[src/sarcc_pkg.sv]
// constants shared by the converter control block
// assumes a byte-addressed bus with one aligned word per register
package sarcc_pkg;
	// register indices; byte address is four times the index
	localparam logic [7:0] SARCC_IDX_RES_LO = 8'h78;
	localparam logic [7:0] SARCC_IDX_RES_HI = 8'h79;
	localparam logic [7:0] SARCC_IDX_CTRL = 8'h7A;
	localparam logic [7:0] SARCC_IDX_CTRL_B = 8'h7B;
	localparam logic [7:0] SARCC_IDX_CHSEL = 8'h7C;
	localparam logic [7:0] SARCC_REG_RST = 8'h00;
	// control and status bit positions
	localparam int SARCC_EN = 7;
	localparam int SARCC_START = 6;
	localparam int SARCC_ATE = 5;
	localparam int SARCC_FLAG = 4;
	localparam int SARCC_IE = 3;
	// channel and reference select bit positions
	localparam int SARCC_LEFT = 5;
	localparam int SARCC_CH_RSVD = 4;
	// conversion lengths in converter clocks
	localparam int SARCC_FIRST_LEN = 25;
	localparam int SARCC_NORM_LEN = 13;
	localparam logic [4:0] SARCC_FIRST_LAST = 5'(SARCC_FIRST_LEN - 1);
	localparam logic [4:0] SARCC_NORM_LAST = 5'(SARCC_NORM_LEN - 1);
	// channel, reference and trigger source codes
	localparam logic [3:0] SARCC_CH_TEMP = 4'h8;
	localparam logic [3:0] SARCC_CH_BGAP = 4'hE;
	localparam logic [3:0] SARCC_CH_GND = 4'hF;
	localparam logic [1:0] SARCC_REF_PIN = 2'h0;
	localparam logic [1:0] SARCC_REF_SUPPLY = 2'h1;
	localparam logic [1:0] SARCC_REF_INT = 2'h3;
	localparam logic [2:0] SARCC_TS_FREE = 3'h0;
	typedef enum logic {SARCC_IDLE, SARCC_CONV} sarcc_state_e;
endpackage

[src/sarcc_top.sv]
// converter control, status and result registers on an avalon-mm slave
// assumes a converter core that samples on start and presents its code
// by the time the counted converter clocks have elapsed
`timescale 1ns/1ps
module sarcc_top import sarcc_pkg::*; #(
	parameter int RES_W = 10,
	parameter int TRIG_N = 7
) (
	input wire logic clock_i,
	input wire logic rst_i,
	input wire logic [9:0] address_i,
	input wire logic read_i,
	input wire logic write_i,
	input wire logic [31:0] writedata_i,
	input wire logic [3:0] byteenable_i,
	output logic [31:0] readdata_o,
	output logic waitrequest_o,
	input wire logic [TRIG_N-1:0] trig_flags_i,
	input wire logic global_irq_en_i,
	input wire logic irq_ack_i,
	input wire logic [RES_W-1:0] core_code_i,
	output logic core_power_o,
	output logic core_start_o,
	output logic [3:0] core_channel_o,
	output logic [1:0] core_reference_o,
	output logic temp_sensor_en_o,
	output logic conv_tick_o,
	output logic irq_o
);
	// elaboration check: logic is laid out for a 10-bit code, 7 sources
	if (RES_W != 10 || TRIG_N != 7) begin : g_chk
		$error("sarcc_top: only RES_W=10 and TRIG_N=7 supported");
	end

	// register state
	logic en;
	logic ate;
	logic ie;
	logic flag;
	logic [2:0] ps;
	logic [2:0] tsrc;
	logic [7:0] chsel;
	logic [9:0] res;
	logic lock;
	logic init_pend;
	logic init_run;
	logic [6:0] pre_cnt;
	logic [4:0] conv_cnt;
	logic trig_prev;
	sarcc_state_e state;
	sarcc_state_e next_state;
	logic next_wait;
	logic [7:0] next_rdata;

	// bus decode
	wire req = read_i | write_i;
	wire acc = req & !waitrequest_o;
	wire wr_acc = acc & write_i & byteenable_i[0];
	wire rd_acc = acc & read_i;
	wire sel_lo = address_i == {SARCC_IDX_RES_LO, 2'b00};
	wire sel_hi = address_i == {SARCC_IDX_RES_HI, 2'b00};
	wire sel_ctrl = address_i == {SARCC_IDX_CTRL, 2'b00};
	wire sel_ctrlb = address_i == {SARCC_IDX_CTRL_B, 2'b00};
	wire sel_ch = address_i == {SARCC_IDX_CHSEL, 2'b00};
	wire [7:0] wd = writedata_i[7:0];
	wire wr_ctrl = wr_acc & sel_ctrl;
	wire wr_ctrlb = wr_acc & sel_ctrlb;
	wire wr_ch = wr_acc & sel_ch;
	wire rd_lo = rd_acc & sel_lo;
	wire rd_hi = rd_acc & sel_hi;

	// status
	wire idle = state == SARCC_IDLE;
	wire busy = state == SARCC_CONV;
	wire left = chsel[SARCC_LEFT];

	// result presentation follows the align bit at once
	wire [7:0] lo_view = left ? {res[1:0], 6'h00} : res[7:0];
	wire [7:0] hi_view = left ? res[9:2] : {6'h00, res[9:8]};
	wire [7:0] ctrl_view = {en, busy, ate, flag, ie, ps};
	wire [7:0] ch_view = chsel & ~(8'h01 << SARCC_CH_RSVD);

	// read mux; unmapped addresses read zero
	assign next_rdata = sel_lo ? lo_view :
		sel_hi ? hi_view :
		sel_ctrl ? ctrl_view :
		sel_ctrlb ? {5'h00, tsrc} :
		sel_ch ? ch_view : 8'h00;
	// one wait state, then a single answer cycle
	assign next_wait = !(waitrequest_o & req);

	// trigger selection; code 000 gives no edge at all
	wire [7:0] trig_all = {trig_flags_i, 1'b0}; // code 000 has no flag
	wire trig_sel = trig_all[tsrc];
	wire trig_edge = trig_sel & !trig_prev;
	wire free_run = ate & (tsrc == SARCC_TS_FREE);

	// prescaler: divide by 2^k with k at least one
	wire [2:0] k = (ps < 3'd2) ? 3'd1 : ps;
	wire [6:0] mask = 7'((8'h01 << k) - 8'h01);
	wire tick = (pre_cnt & mask) == mask;

	// conversion sequencing
	wire [4:0] last = init_run ? SARCC_FIRST_LAST : SARCC_NORM_LAST;
	wire conv_end = busy & tick & (conv_cnt == last);
	wire en_new = wr_ctrl ? wd[SARCC_EN] : en;
	wire start_wr = wr_ctrl & wd[SARCC_START];
	wire auto_go = ate & en & trig_edge;
	wire start_go = idle & en_new & (start_wr | auto_go);
	wire restart = conv_end & free_run & en_new;
	wire launch = start_go | restart;
	wire flag_clr = irq_ack_i | (wr_ctrl & wd[SARCC_FLAG]);

	// next state: enable low aborts, a finished run idles or restarts
	always_comb begin
		next_state = state;
		unique case (state)
			SARCC_IDLE: begin
				if (start_go) begin
					next_state = SARCC_CONV;
				end
			end
			SARCC_CONV: begin
				if (!en_new) begin
					next_state = SARCC_IDLE;
				end else if (conv_end && !restart) begin
					next_state = SARCC_IDLE;
				end
			end
		endcase
	end

	// bus slave handshake and read data
	always_ff @(posedge clock_i) begin
		if (rst_i) begin
			waitrequest_o <= 1'b1;
			readdata_o <= 32'h0000_0000;
		end else begin
			waitrequest_o <= next_wait;
			readdata_o <= {24'h00_0000, next_rdata};
		end
	end

	// control and status register
	always_ff @(posedge clock_i) begin
		if (rst_i) begin
			en <= 1'b0;
			ate <= 1'b0;
			ie <= 1'b0;
			ps <= 3'h0;
		end else if (wr_ctrl) begin
			en <= wd[SARCC_EN];
			ate <= wd[SARCC_ATE];
			ie <= wd[SARCC_IE];
			ps <= wd[2:0];
		end
	end

	// second control register and channel/reference select
	always_ff @(posedge clock_i) begin
		if (rst_i) begin
			tsrc <= 3'h0;
			chsel <= SARCC_REG_RST;
		end else begin
			if (wr_ctrlb) begin
				tsrc <= wd[2:0];
			end
			if (wr_ch) begin
				chsel <= wd;
			end
		end
	end

	// completion flag: a set in the clearing cycle wins
	always_ff @(posedge clock_i) begin
		if (rst_i) begin
			flag <= 1'b0;
		end else if (conv_end) begin
			flag <= 1'b1;
		end else if (flag_clr) begin
			flag <= 1'b0;
		end
	end

	// result and byte-pair lock
	always_ff @(posedge clock_i) begin
		if (rst_i) begin
			res <= 10'h000;
			lock <= 1'b0;
		end else begin
			if (conv_end && !lock) begin
				res <= core_code_i;
			end
			if (rd_lo) begin
				lock <= 1'b1;
			end else if (rd_hi) begin
				lock <= 1'b0;
			end
		end
	end

	// first-run marker armed while enable is low, spent by a launch
	always_ff @(posedge clock_i) begin
		if (rst_i) begin
			init_pend <= 1'b0;
			init_run <= 1'b0;
		end else begin
			if (!en_new) begin
				init_pend <= 1'b1;
			end else if (launch) begin
				init_pend <= 1'b0;
			end
			if (launch) begin
				init_run <= init_pend | !en;
			end
		end
	end

	// sequencer, prescaler and run counter; prescaler restarts on launch
	always_ff @(posedge clock_i) begin
		if (rst_i) begin
			state <= SARCC_IDLE;
			pre_cnt <= 7'h00;
			conv_cnt <= 5'h00;
			trig_prev <= 1'b0;
		end else begin
			state <= next_state;
			trig_prev <= trig_sel;
			if (launch || !en) begin
				pre_cnt <= 7'h00;
			end else begin
				pre_cnt <= pre_cnt + 7'h01;
			end
			if (launch) begin
				conv_cnt <= 5'h00;
			end else if (busy && tick) begin
				conv_cnt <= conv_cnt + 5'h01;
			end
		end
	end

	// settings are frozen into the core at each launch
	always_ff @(posedge clock_i) begin
		if (rst_i) begin
			core_channel_o <= 4'h0;
			core_reference_o <= 2'h0;
			temp_sensor_en_o <= 1'b0;
		end else if (launch) begin
			core_channel_o <= chsel[3:0];
			core_reference_o <= chsel[7:6];
			temp_sensor_en_o <= chsel[3:0] == SARCC_CH_TEMP;
		end
	end

	// core strobes and interrupt request
	always_ff @(posedge clock_i) begin
		if (rst_i) begin
			core_power_o <= 1'b0;
			core_start_o <= 1'b0;
			conv_tick_o <= 1'b0;
			irq_o <= 1'b0;
		end else begin
			core_power_o <= en_new;
			core_start_o <= launch;
			conv_tick_o <= busy & tick & en_new;
			irq_o <= flag & ie & global_irq_en_i;
		end
	end
endmodule

[config.mk]
export PLATFORM = sky130hd
export DESIGN_NAME = sarcc_top
export DESIGN_NICKNAME = d
export VERILOG_FILES = /design/src/sarcc_pkg.sv /design/src/sarcc_top.sv
export SDC_FILE = /design/constraint.sdc
export NUM_CORES = 1
export LEC_CHECK = 0
export ABC_CLOCK_PERIOD_IN_PS = 3400
export BUFFER_PORTS_ARGS = -buffer_cell sky130_fd_sc_hd__buf_4
export CAP_MARGIN = 30
export CELL_PAD_IN_SITES_DETAIL_PLACEMENT = 0
export CELL_PAD_IN_SITES_GLOBAL_PLACEMENT = 1
export CORE_ASPECT_RATIO = 1.2
export CORE_MARGIN = 3
export CORE_UTILIZATION = 40
export DETAILED_ROUTE_END_ITERATION = 8
export PLACE_DENSITY_LB_ADDON = 0.1
export SLEW_MARGIN = 20
export SYNTH_ARGS = -nofsm -noshare
export SYNTH_HDL_FRONTEND = slang
export SYNTH_SLANG_ARGS = --single-unit
[constraint.sdc]
create_clock -name clock_i -period 3.4 [get_ports clock_i]
set_input_delay 0.85 -clock clock_i [delete_from_list [all_inputs] [get_ports clock_i]]
set_output_delay 0.85 -clock clock_i [all_outputs]
set_load 0.005 [all_outputs]
# --- Word-level counts from Yosys, hierarchy flattened ---
# Cells that the tools add are included.
classes:
  bitwise_logic: 32
  n_reduce_logical: 15
  magnitude_cmp: 2
  shift: 1
  n_eq_ne: 9
  n_mux: 22
  n_addsub: 3
ops:
  columns: ["cell", "count"]
  rows:
  - ["$mux W8", 7]
  - ["$eq A10 B9 Y1 const B", 5]
  - ["$and A1 B1 Y1", 25]
  - ["$mux W1", 11]
  - ["$add A7 B1 Y7 const B", 1]
  - ["$and A7 B7 Y7", 1]
  - ["$eq A7 B7 Y1", 1]
  - ["$shl A1 B3 Y7 const A", 1]
  - ["$sub A7 B1 Y7 const B", 1]
  - ["$logic_not A1 Y1", 6]
  - ["$add A5 B1 Y5 const B", 1]
  - ["$eq A5 B5 Y1", 1]
  - ["$mux W5", 1]
  - ["$or A1 B1 Y1", 5]
  - ["$eq A4 B4 Y1 const B", 1]
  - ["$lt A3 B4 Y1 const B", 1]
  - ["$reduce_bool A2 Y1", 2]
  - ["$reduce_or A2 Y1", 2]
  - ["$bmux W1 S3", 1]
  - ["$logic_and A1 B1 Y1", 3]
  - ["$logic_not A3 Y1", 1]
  - ["$lt A3 B2 Y1 const B", 1]
  - ["$mux W3", 1]
  - ["$ne A2 B1 Y1 const B", 1]
  - ["other kinds (3)", 3]
totals:
  output_inout_bits: 44
  ff_bits: 88

# --- Depth between registers and ports, before layout ---
# Gate-level depths: netlist (run 1).
logic_depth:
  ltp_word: 15
  depth_mapped: 7
  mapped_depth_nobuf: 6

# --- Worst setup path before layout (run 1) ---
# No wires, ideal clock.
synth_timing:
  path_kind: "input to register"
  from: "in address_i[9]"
  to: "reg tsrc[0]"
  path_slack_ns: 0.975
  n_path_buf: 1
  cell_stages: 6
  setup_time_ns: 0.128
  arrival_ns: 2.297
  cell_sequence: "or4b_4 nor3_2 and4_1 buf_2 mux2i_1 nor2_1"
synth_between:
  elab_chain_cells: 2
synth_lines:
  columns: ["item", "line_no", "rtl"]
  rows:
  - ["start, declared", "sarcc_top.sv:11", "input wire logic [9:0] address_i,"]
  - ["$eq A10 B9 Y1", "sarcc_top.sv:63", "wire sel_ctrlb = address_i == {SARCC_IDX_CTRL_B, 2'b00};"]
  - ["$and A1 B1 Y1", "sarcc_top.sv:67", "wire wr_ctrlb = wr_acc & sel_ctrlb;"]
  - ["end signal, assigned", "sarcc_top.sv:166", "tsrc <= wd[2:0];"]
  - ["end, declared", "sarcc_top.sv:41", "logic [2:0] tsrc;"]
# Every way passes these cells.
# A chain may end at the register's enable or synchronous reset.

# --- Worst setup path in the final report (run 1) ---
layout_timing:
  from: "in address_i[2]"
  to: "reg init_run"
layout_between:
  elab_chain_cells: 6
layout_lines:
  columns: ["item", "line_no", "rtl"]
  rows:
  - ["$eq A10 B9 Y1 *", "sarcc_top.sv:62", "wire sel_ctrl = address_i == {SARCC_IDX_CTRL, 2'b00};"]
  - ["$and A1 B1 Y1 *", "sarcc_top.sv:66", "wire wr_ctrl = wr_acc & sel_ctrl;"]
  - ["$mux W1 / $and A1 B1 Y1 (equally long branches)", "sarcc_top.sv:106, sarcc_top.sv:107", null]
  - ["$and A1 B1 Y1 / $or A1 B1 Y1 (equally long branches)", "sarcc_top.sv:109", "wire start_go = idle & en_new & (start_wr | auto_go);"]
  - ["$and A1 B1 Y1", "sarcc_top.sv:109", null]
  - ["$or A1 B1 Y1 *", "sarcc_top.sv:111", "wire launch = start_go | restart;"]
  - ["end signal, assigned", "sarcc_top.sv:214", "init_run <= init_pend | !en;"]
  - ["end, declared", "sarcc_top.sv:46", "logic init_run;"]
# Every way passes the cells marked *; elsewhere a longest branch is shown, timed or not.

==> results.toml, run 1 <==
[status]
outcome = "completed"

[setup_path]
crit_type = "input port to register"
critPathMaxFanout = 14
r2r_start = "tsrc[1]"
rrSetupSlack_ns = 1.25
cp-start-kind = "input port"
r2r_cells = 5
cp.arrival_ns = 2.63
cp_cell_sequence = "buf_4 -> nor3b_1 -> nand4_1 -> o22a_1 -> a2111o_1 -> o211a_1"
slowest_delay_ns = 0.39
cp-end-kind = "register"
slowest_stage = "a2111o_1"
r2r-end = "init_run"
worstPathRequired_ns = 3.64

[route]
viasPerCell = 5.45
dr.pass1.iters = 5
dr.first_iter.drc_count = 124
post_drt_wl_per_cell_um = 16.1
drc = 0
drt-total-wl_um = 8340
num_vias = 2827
drtAntennaViolNets = 0

[synth]
synth_top_area_share_pct = 37.9
synth_edf_count = 0
seq_area_frac_synth_pct = 37.9
async_flop_share_pct = 0
synth-main-ff-cell = "dfxtp_1"
yosysTopAreaCell = "dfxtp_1"
postSynthCellCount = 367
yosysUniqueCellTypes = 70
synth.most_common_cell = "dfxtp_1"
netlist_area_um2 = 3330
netlist_top_cells_count = "dfxtp_1 (63), nand2_1 (27), buf_4 (25), nand3_1 (25), a21oi_1 (24)"
yosys_warnings = 0
avgSynthCellArea_um2 = 9.06
ys_ff_latch = 63
synth_area_leaders = "dfxtp_1 (38%), buf_4 (5.6%), mux2i_1 (4.5%), nand3_1 (3.8%), a21oi_1 (3.6%)"

[clocking]
clk_latency_ns = 0.34
cts_made_buffers = 9
cts_buffer_depth = 2
hold_buffers = 0
cts_tree = "built"
cts.sinks = 63
post_cts_buffers = 0
ctsResizeCount = 0
clk_root_buffer_cell = "clkbuf_8"
h-tree-depth = 3
clkSlewWorstSetupHoldPaths_ns = 0.07

[power_and_ir_drop]
power_density_nw_per_um2 = 357
power.leakage_nw = 1.57
ir_drop_mv = 0.230

[finish]
stdcell_area_um2 = 3930
utilization_pct = 49.8
antenna_cells = 0
num-fill-cells = 785
final_layout_size_suffix_gt1_share_pct = 24.1
area_growth_pct = 18.1
fin_nets = 496

[sta]
holdWs_ns = 0.441
fin_ws_ns = 1.01
worst_clock_skew_ns = 0.00506
hold_viol_final = 0
clock.fmax_mhz = 419
tightest_slew_ns = 0.825
setup_viol = 0
period_share_pct = 70.3
rsz0062_at_grt = "no"
layout_min_cycle_time_ns = 2.39
final_max_slew_viol_count = 0
tns_ns = 0
maxSlewHeadroom_pct = 44.5

[die]
chipHeight_um = 106
core_um2 = 7880
initial_core_util_pct = 42.2
die_w_um = 89.2
num_io_pins = 113
rows = 35
die_area_um2 = 9450

[placed_design]
placed_area_um2 = 3760
dpl_worst_slack_ns = 0.652
io_buffers = 61
gp_congestion = 0.787
dp_hpwl_um = 6220

[grt]
grt_overflow_total = 0
antenna_found_initial = 0
grtUsageTotal_pct = 18.4
grt_max_degree = 56
grt_pass1_wl_um = 13500
first_global_vias = 2649

[flow_run]
cap_violations = 0

[hold_path]
hold_start = "waitrequest_o"
hold_class = "register to register"
min_to = "waitrequest_o"
hold-path-cell-count = 1
-- layer usage --
layer	part of all wire (%)	vias up	track usage [%]	wire, um
met2	48	73	28.3	4030
met5	0	-	0	0
met3	4.8	12	3.52	403
met1	45	1323	24.3	3720
li1	-	1419	-	-
met4	2.2	0	8.83	181
-- placed cells by master, fill, tap and decap left out, types with 4 or more instances in the layout --
cell	count
buf_4	69
dfxtp_1	63
nand2_1	27
nand3_1	25
a21oi_1	24
conb_1	24
nor2_1	18
mux2i_1	15
o21ai_0	12
clkbuf_8	11
nor2b_1	10
nand2b_1	7
and3_1	7
a211oi_1	7
a31oi_1	6
xnor2_1	5
nor3_1	5
nor4_1	4
o311ai_1	4
mux2_2	4
a222oi_1	4
-- worst max-delay path by stage --
stage | from | to
finish | address_i[2] | init_run
global route | address_i[9] | init_run
CTS | address_i[9] | init_run
detailed placement | address_i[9] | init_run
global placement | address_i[9] | init_run
floorplan | address_i[9] | tsrc[0]
-- worst max-delay path: cells and delay by family --
kind	cells	cell delay, ns
simple gates	2	0.72
buf+inv	1	0.17
compound gates	3	0.88
-- logic make-up after synthesis --
| family | Yosys count | share of synthesized area (%) |
|---|---|---|
| multiplexers | 20 | 6.55 |
| XOR/XNOR | 8 | 2.11 |
| flip-flops | 63 | 37.9 |
| buffers and inverters | 51 | 8.99 |
| adder cells (fa/ha/maj) | 3 | 1.13 |
| other | 1 | 0.113 |
| AND/OR/NAND/NOR | 133 | 24.1 |
| AO/OA/AOI/OAI | 88 | 19.1 |
-- state kept, by name, summed over array words and instances (netlist names), 2 cells and up --
name	cells
readdata_o	8
tsrc	3
res	10
core_channel_o	4
ps	3
pre_cnt	7
core_reference_o	2
conv_cnt	5
chsel	7
-- area by class of cell --
class	instances	area [um^2]	area share, %
multi-input combinational	276	1850	47.1
sequential	63	1260	32.1
timing repair buffer	69	518	13.2
clock buffer	13	159	4.04
tap	92	115	2.93
inverter	5	18.8	0.478
clock inverter	1	5.00	0.127
-- metrics by stage --
step	total power (W)	instances
floorplan	0.000810	390
global placement	0.000839	505
detailed placement	0.000840	505
CTS	0.00141	519
global route	0.00145	519
finish	0.00140	519
-- power breakdown --
part / total [W] / switching (W) / internal (W) / leakage [nW]
clock network: 0.000578 / 0.000282 / 0.000296 / 0.0854
logic: 0.0000825 / 0.0000433 / 0.0000392 / 0.976
registers: 0.000741 / 0.00000113 / 0.000739 / 0.508
total: 0.00140 / 0.000326 / 0.00107 / 1.57
No activity file was read; power rests on OpenSTA's default activity.
==> inputs of run 2 (changes only) <==
--- a/config.mk
+++ b/config.mk
@@ -5,14 +5,14 @@
 export SDC_FILE = /design/constraint.sdc
 export NUM_CORES = 1
 export LEC_CHECK = 0
-export ABC_CLOCK_PERIOD_IN_PS = 3400
+export ABC_CLOCK_PERIOD_IN_PS = 2200
 export BUFFER_PORTS_ARGS = -buffer_cell sky130_fd_sc_hd__buf_4
 export CAP_MARGIN = 30
 export CELL_PAD_IN_SITES_DETAIL_PLACEMENT = 0
 export CELL_PAD_IN_SITES_GLOBAL_PLACEMENT = 1
 export CORE_ASPECT_RATIO = 1.2
 export CORE_MARGIN = 3
-export CORE_UTILIZATION = 40
+export CORE_UTILIZATION = 37
 export DETAILED_ROUTE_END_ITERATION = 8
 export PLACE_DENSITY_LB_ADDON = 0.1
 export SLEW_MARGIN = 20
==> constraint.sdc (replaced) <==
create_clock -name clock_i -period 2.2 [get_ports clock_i]
set_input_delay 0.55 -clock clock_i [delete_from_list [all_inputs] [get_ports clock_i]]
set_output_delay 0.55 -clock clock_i [all_outputs]
set_load 0.005 [all_outputs]
==> results.toml, run 2 (synthesized netlist as in run 1, its figures left out) <==
[finish]
area_growth_pct = 25.2
final_layout_size_suffix_gt1_share_pct = 27.7
layout_common_cells = "buf_4 (87), dfxtp_1 (62), nand2_1 (27)"
final_cells = 564
fin_nets = 514
top_register = "res"
antenna_cells = 0
final_common_cell = "buf_4"
largest_register_ffs = 10
reg_top3 = "res x10, readdata_o x8"

[sta]
maxSlewHeadroom_pct = 63.1
final_max_slew_viol_count = 0
hold_viol_final = 0
rsz0062_at_grt = "no"
period_share_pct = 96.0
clock.fmax_mhz = 474
layout_min_cycle_time_ns = 2.11
tightest_slew_ns = 0.553
worst_clock_skew_ns = 0.00910
tns_ns = 0
setup_viol = 0

[grt]
first_global_vias = 2784
grt_pass1_wl_um = 13900
met3_usage_pct = 3.35
top_usage_layer = "met2"
grtUsageTotal_pct = 17.6
grt_overflow_total = 0
gr-usage-met2_pct = 30.3
antenna_found_initial = 0
grt_use_met1_pct = 21.9
grt_max_degree = 35

[setup_path]
critPathMaxFanout = 4
crit_type = "register to register"
cp.arrival_ns = 2.35
cp-end-kind = "register"
cp-start-kind = "register"
worstPathRequired_ns = 2.43
r2r-end = "init_run"
crit_end = "init_run"
startpoint = "tsrc[2]"
r2r_start = "tsrc[2]"
r2r_cells = 6
rrSetupSlack_ns = 0.09

[placed_design]
io_buffers = 61
dp_hpwl_um = 6660
gp_congestion = 0.813
dp.cells = 548

[clocking]
post_cts_buffers = 0
clk_root_buffer_cell = "clkbuf_8"
cts.sinks = 63
cts_buffer_depth = 2
clk_latency_ns = 0.34
cts_tree = "built"
h-tree-depth = 3
clkSlewWorstSetupHoldPaths_ns = 0.07
cts_made_buffers = 9

[power_and_ir_drop]
finalPower_w = 0.00244
power.leakage_nw = 1.69
switching_share_pct = 21.7
p_int_w = 0.00191
p_switching_w = 0.000529
clkPwrFrac_pct = 47.5
power_density_nw_per_um2 = 585
pwr-share-comb_pct = 5.6
seqPwrFrac_pct = 46.9
ir_drop_mv = 0.276

[route]
post_drt_wl_per_cell_um = 15.5
viasPerCell = 5.22
drtAntennaViolNets = 0
num_vias = 2943
dr.pass1.iters = 4
drt-total-wl_um = 8760
drc = 0
dr.first_iter.drc_count = 100

[die]
core_um2 = 8660
die_area_um2 = 10200
num_io_pins = 113
die_w_um = 92.5
rows = 37
chipHeight_um = 110
initial_core_util_pct = 38.4

[flow_run]
cap_violations = 0

[hold_path]
hold-path-cell-count = 2
hold_class = "input port to register"

[status]
outcome = "completed"
[run 2: final cells by class]
cell class / count / area [um^2]
clock buffer: 13 / 159
clock inverter: 3 / 65.1
fill: 881 / 4490
inverter: 5 / 18.8
multi-input combinational: 276 / 1860
sequential: 63 / 1260
tap: 117 / 146
timing repair buffer: 87 / 653
[run 2: how the worst min path moves through the flow]
stage / slack, ns / endpoint / from
global placement: 0.42 / waitrequest_o / waitrequest_o
CTS: 0.39 / waitrequest_o / read_i
detailed placement: 0.43 / waitrequest_o / waitrequest_o
floorplan: 0.42 / waitrequest_o / waitrequest_o
finish: 0.41 / waitrequest_o / read_i
global route: 0.41 / waitrequest_o / read_i
[run 2: metrics by stage]
stage                     hold slack (ns)  instance area, um^2  util [%]  setup WS, ns
after global placement              0.422                 3930      45.4        -0.131
after CTS                           0.394                 4160      48.1        0.0152
after global routing                0.410                 4170      48.1        0.0273
after floorplan                     0.422                 3410         -        0.0751
final                               0.406                 4170      48.1        0.0882
after detailed placement            0.431                 3930      45.4        -0.107
[run 2: power groups by stage]
stage / logic, W / clock network [W] / registers (W)
4_1_cts: 0.000136 / 0.00117 / 0.00114
3_5_place_dp: 0.000136 / 0 / 0.00117
6_report: 0.000136 / 0.00116 / 0.00114
3_3_place_gp: 0.000135 / 0 / 0.00117
5_1_grt: 0.000149 / 0.00122 / 0.00114
2_1_floorplan: 0.0000815 / 0 / 0.00117
[run 2: routing by layer]
metal	vias to the layer above	wire length, um
met5	-	0
met4	0	126
met3	11	372
met2	72	4370
met1	1403	3890
li1	1457	-
[run 2: what timing repair did]
action | in CTS | in global routing
hold buffers | 0 | 0
endpoints found under the setup margin | 1 | 1
cloned | 0 | 0
resized for setup | 1 | 1
endpoints found under the hold margin | 0 | 0
[run 2: worst max-delay path, cell delays in order (launching register included)]
cell and delay [ns]:
dfxtp_1 0.34, nor4b_4 0.34, buf_4 0.17, o2111ai_1 0.11, or4_4 0.48, a2111o_1 0.43
o211a_1 0.13
